**config.mk**
```make
export PLATFORM = sky130hd
export DESIGN_NAME = rpc_rx_cfg
export DESIGN_NICKNAME = d
export VERILOG_FILES = /design/src/rpc_pkg.sv /design/src/rpc_chan_gate.sv /design/src/rpc_rx_cfg.sv
export SDC_FILE = /design/constraint.sdc
export NUM_CORES = 1
export LEC_CHECK = 0
export CAP_MARGIN = 10
export CELL_PAD_IN_SITES_DETAIL_PLACEMENT = 1
export CELL_PAD_IN_SITES_GLOBAL_PLACEMENT = 2
export CORE_ASPECT_RATIO = 1.25
export CORE_MARGIN = 3
export CORE_UTILIZATION = 39
export DETAILED_ROUTE_END_ITERATION = 16
export DONT_BUFFER_PORTS = 1
export PLACE_DENSITY_LB_ADDON = 0.1
export SLEW_MARGIN = 20
export SYNTH_ARGS = -nofsm -noshare
export SYNTH_HDL_FRONTEND = slang
export SYNTH_SLANG_ARGS = --single-unit
```
**constraint.sdc**
```tcl
create_clock -name i_ref_clk -period 4.9 [get_ports i_ref_clk]
set_input_delay 0.49 -clock i_ref_clk [delete_from_list [all_inputs] [get_ports i_ref_clk]]
set_output_delay 0.49 -clock i_ref_clk [all_outputs]
set_load 0.1 [all_outputs]
```
**src/rpc_pkg.sv**
```systemverilog
package rpc_pkg;
    localparam int          NCH         = 3;
    localparam int          ADDR_W      = 4;
    localparam int          DATA_W      = 32;
    localparam logic [3:0]  CTRL_OFF    = 4'h0;
    localparam logic [3:0]  LOS_OFF     = 4'h4;
    localparam logic [3:0]  ISTAT_OFF   = 4'h8;
    localparam logic [3:0]  IMASK_OFF   = 4'hc;
    localparam int          CTRL_MUTE   = 0;
    localparam int          CTRL_THR    = 1;
    localparam int          CTRL_MON    = 2;
    localparam int          CTRL_PWR    = 3;
    localparam int          CTRL_W      = 4;
    localparam logic [3:0]  CTRL_RST    = 4'h0;
    localparam logic [2:0]  ISTAT_RST   = 3'h0;
    localparam logic [2:0]  IMASK_RST   = 3'h0;
    localparam logic [1:0]  RESP_OKAY   = 2'h0;
    localparam logic [1:0]  RESP_SLVERR = 2'h2;
    typedef enum logic {
        RPC_THR_SET_LOW,
        RPC_THR_SET_HIGH
    } rpc_thr_t;
endpackage

```
**src/rpc_chan_gate.sv**
```systemverilog
`timescale 1ns/100ps
module rpc_chan_gate (
    input  wire logic i_ref_clk,
    input  wire logic i_rst,
    input  wire logic i_mute_en,
    input  wire logic i_los,
    input  wire logic i_pos,
    input  wire logic i_neg,
    output logic      o_pos,
    output logic      o_neg
);
    import rpc_pkg::*;

    logic next_pos;
    logic next_neg;
    logic mute;

    always_comb begin
        mute     = i_mute_en & i_los; // RULE12
        next_pos = mute ? 1'b0 : i_pos; // RULE1 RULE2
        next_neg = mute ? 1'b0 : i_neg; // RULE1 RULE2
    end

    always_ff @(posedge i_ref_clk or posedge i_rst) begin
        if (i_rst) begin
            o_pos <= 1'b0;
            o_neg <= 1'b0;
        end else begin
            o_pos <= next_pos;
            o_neg <= next_neg;
        end
    end
endmodule

```
**src/rpc_rx_cfg.sv**
```systemverilog
// The placing of the registers and the AXI4-Lite register port are this design's own decisions.
`timescale 1ns/100ps
// How it works
// RULE1 - with muting on, a channel in loss of signal drives both data outputs low.
// RULE2 - with muting off, recovered data keeps flowing even during loss of signal.
// RULE3 - in host mode the mute pin becomes the interrupt request output.
// RULE4 - the threshold input picks the high or the low pair of los thresholds.
// RULE5 - the threshold choice counts only while some channel runs ds3 or sts-1.
// RULE6 - a high monitor input puts every receiver in monitor mode, low is normal.
// RULE7 - in host mode the monitor pin becomes the serial data output.
// RULE8 - a low receive-on level powers the whole receive path of every channel off.
// RULE9 - in host mode the receive-on pin becomes the serial data input.
// RULE10 - monitor and receive-on settings go identically to all three channels.
// RULE11 - an undriven receive-on pin reads as low, so receivers stay off.
// RULE12 - each channel mutes from its own los state and the shared mute setting.
module rpc_rx_cfg (
    input  wire logic                         i_ref_clk,
    input  wire logic                         i_rst,
    input  wire logic                         i_host_mode,
    input  wire logic                         i_mute_on_los_enable,
    output logic                              o_mute_pin,
    output logic                              o_mute_pin_oe,
    input  wire logic                         i_los_threshold_select,
    input  wire logic                         i_rx_monitor_select,
    output logic                              o_serial_out_pin,
    output logic                              o_serial_out_pin_oe,
    input  wire logic                         i_serial_tx_bit,
    input  wire logic                         i_serial_tx_en,
    input  wire logic                         i_rx_power_on,
    input  wire logic                         i_rx_power_on_driven,
    output logic                              o_serial_in_pin,
    input  wire logic [rpc_pkg::NCH-1:0]      i_chan_ds3_sts1,
    input  wire logic [rpc_pkg::NCH-1:0]      i_los,
    input  wire logic [rpc_pkg::NCH-1:0]      i_recovered_pos_data,
    input  wire logic [rpc_pkg::NCH-1:0]      i_recovered_neg_data,
    output logic      [rpc_pkg::NCH-1:0]      o_recovered_pos_data,
    output logic      [rpc_pkg::NCH-1:0]      o_recovered_neg_data,
    output logic      [rpc_pkg::NCH-1:0]      o_rx_power_enable,
    output logic      [rpc_pkg::NCH-1:0]      o_rx_monitor_mode,
    output rpc_pkg::rpc_thr_t                 o_los_thr_set,
    output logic                              o_irq,
    input  wire logic [rpc_pkg::ADDR_W-1:0]   i_s_axi_awaddr,
    input  wire logic                         i_s_axi_awvalid,
    output logic                              o_s_axi_awready,
    input  wire logic [rpc_pkg::DATA_W-1:0]   i_s_axi_wdata,
    input  wire logic [3:0]                   i_s_axi_wstrb,
    input  wire logic                         i_s_axi_wvalid,
    output logic                              o_s_axi_wready,
    output logic [1:0]                        o_s_axi_bresp,
    output logic                              o_s_axi_bvalid,
    input  wire logic                         i_s_axi_bready,
    input  wire logic [rpc_pkg::ADDR_W-1:0]   i_s_axi_araddr,
    input  wire logic                         i_s_axi_arvalid,
    output logic                              o_s_axi_arready,
    output logic [rpc_pkg::DATA_W-1:0]        o_s_axi_rdata,
    output logic [1:0]                        o_s_axi_rresp,
    output logic                              o_s_axi_rvalid,
    input  wire logic                         i_s_axi_rready
);
    import rpc_pkg::*;

    logic            mute_en;
    logic            next_mute_en;
    rpc_thr_t        next_thr;
    logic [NCH-1:0]  next_mon;
    logic [NCH-1:0]  next_pwr;
    logic            next_mute_pin;
    logic            next_mute_oe;
    logic            next_sout;
    logic            next_sout_oe;
    logic            next_sin;
    logic            next_irq;
    logic            sel_thr;
    logic            sel_mon;
    logic            sel_pwr;
    logic [CTRL_W-1:0] ctrl;
    logic [CTRL_W-1:0] next_ctrl;
    logic [NCH-1:0]    istat;
    logic [NCH-1:0]    next_istat;
    logic [NCH-1:0]    imask;
    logic [NCH-1:0]    next_imask;
    logic [NCH-1:0]    los_prev;
    logic [NCH-1:0]    los_rise;
    logic              aw_got;
    logic              next_aw_got;
    logic              w_got;
    logic              next_w_got;
    logic [ADDR_W-1:0] wr_addr;
    logic [ADDR_W-1:0] next_wr_addr;
    logic [DATA_W-1:0] wr_data;
    logic [DATA_W-1:0] next_wr_data;
    logic              wr_lane0;
    logic              next_wr_lane0;
    logic              do_wr;
    logic              next_bvalid;
    logic [1:0]        next_bresp;
    logic              next_rvalid;
    logic [1:0]        next_rresp;
    logic [DATA_W-1:0] next_rdata;

    always_comb begin
        sel_thr = i_host_mode ? ctrl[CTRL_THR] : i_los_threshold_select;
        sel_mon = i_host_mode ? ctrl[CTRL_MON] : i_rx_monitor_select;
        sel_pwr = i_host_mode ? ctrl[CTRL_PWR]
                              : (i_rx_power_on & i_rx_power_on_driven); // RULE11
        next_mute_en = i_host_mode ? ctrl[CTRL_MUTE]
                                   : i_mute_on_los_enable; // RULE3
        next_thr = (|i_chan_ds3_sts1 && sel_thr)
                 ? RPC_THR_SET_HIGH : RPC_THR_SET_LOW; // RULE4 RULE5
        next_mon = {NCH{sel_mon}}; // RULE6 RULE10
        next_pwr = {NCH{sel_pwr}}; // RULE8 RULE10
        next_irq = |(istat & imask);
        next_mute_pin = i_host_mode & next_irq; // RULE3
        next_mute_oe  = i_host_mode; // RULE3
        next_sout     = i_host_mode & i_serial_tx_bit; // RULE7
        next_sout_oe  = i_host_mode & i_serial_tx_en; // RULE7
        next_sin      = i_host_mode & i_rx_power_on; // RULE9
    end

    always_ff @(posedge i_ref_clk or posedge i_rst) begin
        if (i_rst) begin
            mute_en             <= 1'b0;
            o_los_thr_set       <= RPC_THR_SET_LOW;
            o_rx_monitor_mode   <= '0;
            o_rx_power_enable   <= '0;
            o_irq               <= 1'b0;
            o_mute_pin          <= 1'b0;
            o_mute_pin_oe       <= 1'b0;
            o_serial_out_pin    <= 1'b0;
            o_serial_out_pin_oe <= 1'b0;
            o_serial_in_pin     <= 1'b0;
        end else begin
            mute_en             <= next_mute_en;
            o_los_thr_set       <= next_thr;
            o_rx_monitor_mode   <= next_mon;
            o_rx_power_enable   <= next_pwr;
            o_irq               <= next_irq;
            o_mute_pin          <= next_mute_pin;
            o_mute_pin_oe       <= next_mute_oe;
            o_serial_out_pin    <= next_sout;
            o_serial_out_pin_oe <= next_sout_oe;
            o_serial_in_pin     <= next_sin;
        end
    end

    for (genvar g = 0; g < NCH; g++) begin : g_chan
        rpc_chan_gate u_gate (
            .i_ref_clk (i_ref_clk),
            .i_rst     (i_rst),
            .i_mute_en (mute_en),
            .i_los     (i_los[g]),
            .i_pos     (i_recovered_pos_data[g]),
            .i_neg     (i_recovered_neg_data[g]),
            .o_pos     (o_recovered_pos_data[g]),
            .o_neg     (o_recovered_neg_data[g])
        );
    end

    // axi4-lite: address and data may arrive in either order
    always_comb begin
        next_aw_got   = aw_got;
        next_w_got    = w_got;
        next_wr_addr  = wr_addr;
        next_wr_data  = wr_data;
        next_wr_lane0 = wr_lane0;
        next_bvalid   = o_s_axi_bvalid;
        next_bresp    = o_s_axi_bresp;
        if (o_s_axi_awready && i_s_axi_awvalid) begin
            next_aw_got  = 1'b1;
            next_wr_addr = i_s_axi_awaddr;
        end
        if (o_s_axi_wready && i_s_axi_wvalid) begin
            next_w_got    = 1'b1;
            next_wr_data  = i_s_axi_wdata;
            next_wr_lane0 = i_s_axi_wstrb[0];
        end
        do_wr = aw_got && w_got && !o_s_axi_bvalid;
        if (do_wr) begin
            next_aw_got = 1'b0;
            next_w_got  = 1'b0;
            next_bvalid = 1'b1;
            next_bresp  = (wr_addr == CTRL_OFF || wr_addr == LOS_OFF ||
                           wr_addr == ISTAT_OFF || wr_addr == IMASK_OFF)
                        ? RESP_OKAY : RESP_SLVERR;
        end else if (o_s_axi_bvalid && i_s_axi_bready) begin
            next_bvalid = 1'b0;
        end
        next_rvalid = o_s_axi_rvalid;
        next_rresp  = o_s_axi_rresp;
        next_rdata  = o_s_axi_rdata;
        if (o_s_axi_arready && i_s_axi_arvalid) begin
            next_rvalid = 1'b1;
            next_rresp  = RESP_OKAY;
            next_rdata  = '0;
            if (i_s_axi_araddr == CTRL_OFF) begin
                next_rdata[CTRL_W-1:0] = ctrl;
            end else if (i_s_axi_araddr == LOS_OFF) begin
                next_rdata[NCH-1:0] = i_los;
            end else if (i_s_axi_araddr == ISTAT_OFF) begin
                next_rdata[NCH-1:0] = istat;
            end else if (i_s_axi_araddr == IMASK_OFF) begin
                next_rdata[NCH-1:0] = imask;
            end else begin
                next_rresp = RESP_SLVERR;
            end
        end else if (o_s_axi_rvalid && i_s_axi_rready) begin
            next_rvalid = 1'b0;
        end
    end

    // register updates; a new los event beats a clearing write
    always_comb begin
        los_rise   = i_los & ~los_prev;
        next_ctrl  = ctrl;
        next_imask = imask;
        next_istat = istat;
        if (do_wr && wr_lane0) begin
            if (wr_addr == CTRL_OFF) begin
                next_ctrl = wr_data[CTRL_W-1:0];
            end else if (wr_addr == ISTAT_OFF) begin
                next_istat = istat & ~wr_data[NCH-1:0];
            end else if (wr_addr == IMASK_OFF) begin
                next_imask = wr_data[NCH-1:0];
            end
        end
        next_istat = next_istat | los_rise;
    end

    always_ff @(posedge i_ref_clk or posedge i_rst) begin
        if (i_rst) begin
            aw_got          <= 1'b0;
            w_got           <= 1'b0;
            wr_addr         <= '0;
            wr_data         <= '0;
            wr_lane0        <= 1'b0;
            o_s_axi_awready <= 1'b0;
            o_s_axi_wready  <= 1'b0;
            o_s_axi_bvalid  <= 1'b0;
            o_s_axi_bresp   <= RESP_OKAY;
            o_s_axi_arready <= 1'b0;
            o_s_axi_rvalid  <= 1'b0;
            o_s_axi_rresp   <= RESP_OKAY;
            o_s_axi_rdata   <= '0;
            ctrl            <= CTRL_RST;
            istat           <= ISTAT_RST;
            imask           <= IMASK_RST;
            los_prev        <= '0;
        end else begin
            aw_got          <= next_aw_got;
            w_got           <= next_w_got;
            wr_addr         <= next_wr_addr;
            wr_data         <= next_wr_data;
            wr_lane0        <= next_wr_lane0;
            o_s_axi_awready <= !next_aw_got && !next_bvalid;
            o_s_axi_wready  <= !next_w_got && !next_bvalid;
            o_s_axi_bvalid  <= next_bvalid;
            o_s_axi_bresp   <= next_bresp;
            o_s_axi_arready <= !next_rvalid;
            o_s_axi_rvalid  <= next_rvalid;
            o_s_axi_rresp   <= next_rresp;
            o_s_axi_rdata   <= next_rdata;
            ctrl            <= next_ctrl;
            istat           <= next_istat;
            imask           <= next_imask;
            los_prev        <= i_los;
        end
    end
endmodule

```
==> metrics.md <==
| Metric | Value |
|---|---|
| CTS tree | `done` |
| Initial DRC count | `74` |
| CTS H-tree lvls | `2` |
| Die Area | `just under 0.007 sq mm` |
| Period minus WS final | `2.26 ns` |
| Max-slew violations | `0` |
| Fmax | `about 440 MHz` |
| Final hold violations | `0` |
| Clk Tree Root Cell | `clkbuf_8` |
| Latest clock arrival within the worst-skew pair | `~0.30 ns` |
| Post-synthesis average cell area | `11.9 sq um` |
| Maximum vdd drop | `between 0.0004 and 0.0005 V` |
| Dpl ws | `2.60 ns` |
| Setup violators final | `0` |
| Seq/Total Area, Yosys | `56.0%` |
| P&R area growth vs syn | `-0.329%` |
| Clock sink count | `51` |
| CP arrival | `approximately 2.5 ns` |
| Static leakage | `between 1 and 1.5 nW` |
| Grt total ovfl | `0` |
| Req. time, crit path | `between 5 and 6 ns` |
| Synth warn | `0` |
| CP Max Fanout | `5` |
| CTS buffer count | `5` |
| Synthesized flop and latch total | `51` |
| Skew final | `~0.0064 ns` |
| Total Neg Setup Slack | `0 ns` |
| Post-CTS Setup Inserts | `0` |
| Startpoint type of the worst setup path | `flip-flop` |
| Largest net degree at the start of global routing | `between 50 and 60` |
| Max_cap viols | `0` |
| Antenna viol nets, final | `0` |
| Routability cong. | `a little over 0.7` |
| Worst setup margin | `around 2.6 ns` |
| Synth Instances | `191` |
| Hold buffers post-CTS | `0` |
| Nets@finish | `259` |
| Layout cells sized above 1 | `around a fifth` |
| Via density | `approximately 4.9` |
| Num rows | `30` |
| First-pass GRT wire length | `approximately 7.1 mm` |
| Crit share post-route | `between 40% and 50%` |
| WL/cell | `approximately 17 um` |
| Clk buf depth | `2` |
| Initial antenna violation count | `0` |
| IO Count | `~130` |
| Worst-Margin Slew | `roughly 0.96 ns` |
| Worst Setup Path Type | `reg -> reg` |
| Top cells by area, synth | `dfrtp_1 56%, buf_4 13%, mux2_2 10%, a21boi_0 2.0%, nand2_1 2.0%` |
| Drt first pass iters | `4` |
| RSZ-0062 raised after global routing | `no` |
| Headroom to the max-slew limit | `36.2%` |
| DRC | `0` |
| Crit. End Element | `flip-flop` |
| Outcome | `finished clean` |
| CTS resizes | `0` |
| Worst Hold Class | `in -> reg` |
| Pwr dens | `674 mW/mm^2` |
| Reg clk slew, reported paths | `0.09 ns` |
| Synth cell types | `30` |
| Port bufs | `0` |
| Diodes inserted | `0` |
| Die width | `between 70 and 80 um` |
| Synth area leader | `dfrtp_1` |
| GRT Total Usage | `13.4%` |
| Core Area | `between 0.005 and 0.006 sq mm` |
| Drt total wl | `4.35 mm` |
| Top-area cell type share of the netlist area | `a little under three fifths` |
| DP HPWL | `3.34 mm` |
| Vias in the first global route | `approximately 1400` |
| Vias | `around 1200` |
| Starting Density | `41.0%` |
| Die Height | `~90 um` |
| Mapped cell area | `about 0.0023 sq mm` |
-- logic make-up after synthesis --
family | count (synthesis) | share of synthesized area (%)
flops | 51 | 56.0
buf+inv | 49 | 14.7
simple gates | 43 | 10.6
compound gates | 25 | 7.79
mux | 22 | 10.8
other cells | 1 | 0.164
-- power by group --
| group | switching [mW] | leakage (nW) | internal, mW | total (mW) |
|---|---|---|---|---|
| clock | 0.137 | 0.0402 | 0.0995 | 0.237 |
| sequential | 0.383 | 0.623 | 0.528 | 0.911 |
| combinational | 0.272 | 0.385 | 0.111 | 0.383 |
| total | 0.792 | 1.05 | 0.739 | 1.53 |
-- flip-flops by register name (all words and copies together), names as in the netlist, 3 cells and up --
register,flops
ctrl,4
o_s_axi_rdata,4
wr_addr,4
wr_data,4
g_chan.u_gate.o_neg,3
g_chan.u_gate.o_pos,3
imask,3
istat,3
los_prev,3
-- worst paths after layout --
path                                           from                             end  slack, ns  cells past startpoint
max                        o_s_axi_bvalid$_DFF_PP0_             ctrl[0]$_DFFE_PP0P_       2.64                      3
max in group asynchronous                     i_rst  o_rx_monitor_mode[0]$_DFF_PP0_       4.12                      1
min reg2reg                  wr_data[3]$_DFFE_PP0P_             ctrl[3]$_DFFE_PP0P_       0.50                      1
max reg2reg                o_s_axi_bvalid$_DFF_PP0_             ctrl[0]$_DFFE_PP0P_       2.64                      3
min in group asynchronous                     i_rst    o_s_axi_bresp[1]$_DFFE_PP0P_       0.23                      1
min                                     i_host_mode         o_mute_pin_oe$_DFF_PP0_       0.21                      0
-- per-stage QoR --
| step | utilization, % | instance area, sq um | power [mW] | std cells | hold WS (ns) |
|---|---|---|---|---|---|
| 2_1_floorplan | - | 2390 | 1.28 | 220 | 0.458 |
| 3_3_place_gp | 39.3 | 2180 | 1.30 | 245 | 0.486 |
| 3_5_place_dp | 39.3 | 2180 | 1.31 | 245 | 0.493 |
| 4_1_cts | 40.9 | 2270 | 1.55 | 253 | 0.193 |
| 5_1_grt | 40.9 | 2270 | 1.62 | 253 | 0.181 |
| 6_report | 40.9 | 2270 | 1.53 | 253 | 0.207 |
-- worst max-delay path: stages, from the launching register on --
cell,delay [ns]
dfrtp_1,0.76
nand3b_1,0.45
nor4_2,0.54
mux2_2,0.39
-- cell type report --
| class | count | area, sq um |
|---|---|---|
| tap | 64 | 80.1 |
| clock buffer | 5 | 68.8 |
| fill | 625 | 3280 |
| sequential | 51 | 1280 |
| multi-input combinational | 120 | 778 |
| clock inverter | 3 | 20.0 |
| timing repair buffer | 2 | 15.0 |
| inverter | 8 | 31.3 |
-- cells in the final DEF (no fill, tap or decap), types with 5 or more instances in the layout --
cell type  netlist  routed
nor2_1           7       7
inv_1            8       7
nor2b_1          6       6
a21boi_0         6       6
nand2_1         12      12
clkbuf_8         0       5
o21ai_0          7       7
conb_1           1      30
dfrtp_1         51      49
mux2_2          21      21
-- Yosys cell counts --
library cell   n
dfrtp_1       51
nor4_2         1
mux2_2        21
conb_1         1
a22oi_1        3
inv_1          8
or4b_4         1
mux2i_1        1
or3_1          1
nor2b_1        6
and2_1         3
nor3_1         2
clkbuf_1       1
or3b_4         1
or4_1          1
nand2_1       12
or2_2          1
a221o_1        3
nor3b_1        2
o21ai_0        7
a21oi_1        1
nand3_1        1
o31ai_1        3
a211oi_1       1
buf_4         40
a21boi_0       6
nor2_1         7
a222oi_1       1
nand2b_1       3
nand3b_1       1
-- metal layers --
metal	track usage, %	routed length [um]	vias to the layer above
met4	3.12	47	0
met3	4.65	305	5
li1	-	-	570
met5	0	0	-
met2	23.4	2360	45
met1	15.3	1630	616
No activity file was read; power rests on OpenSTA's default activity.
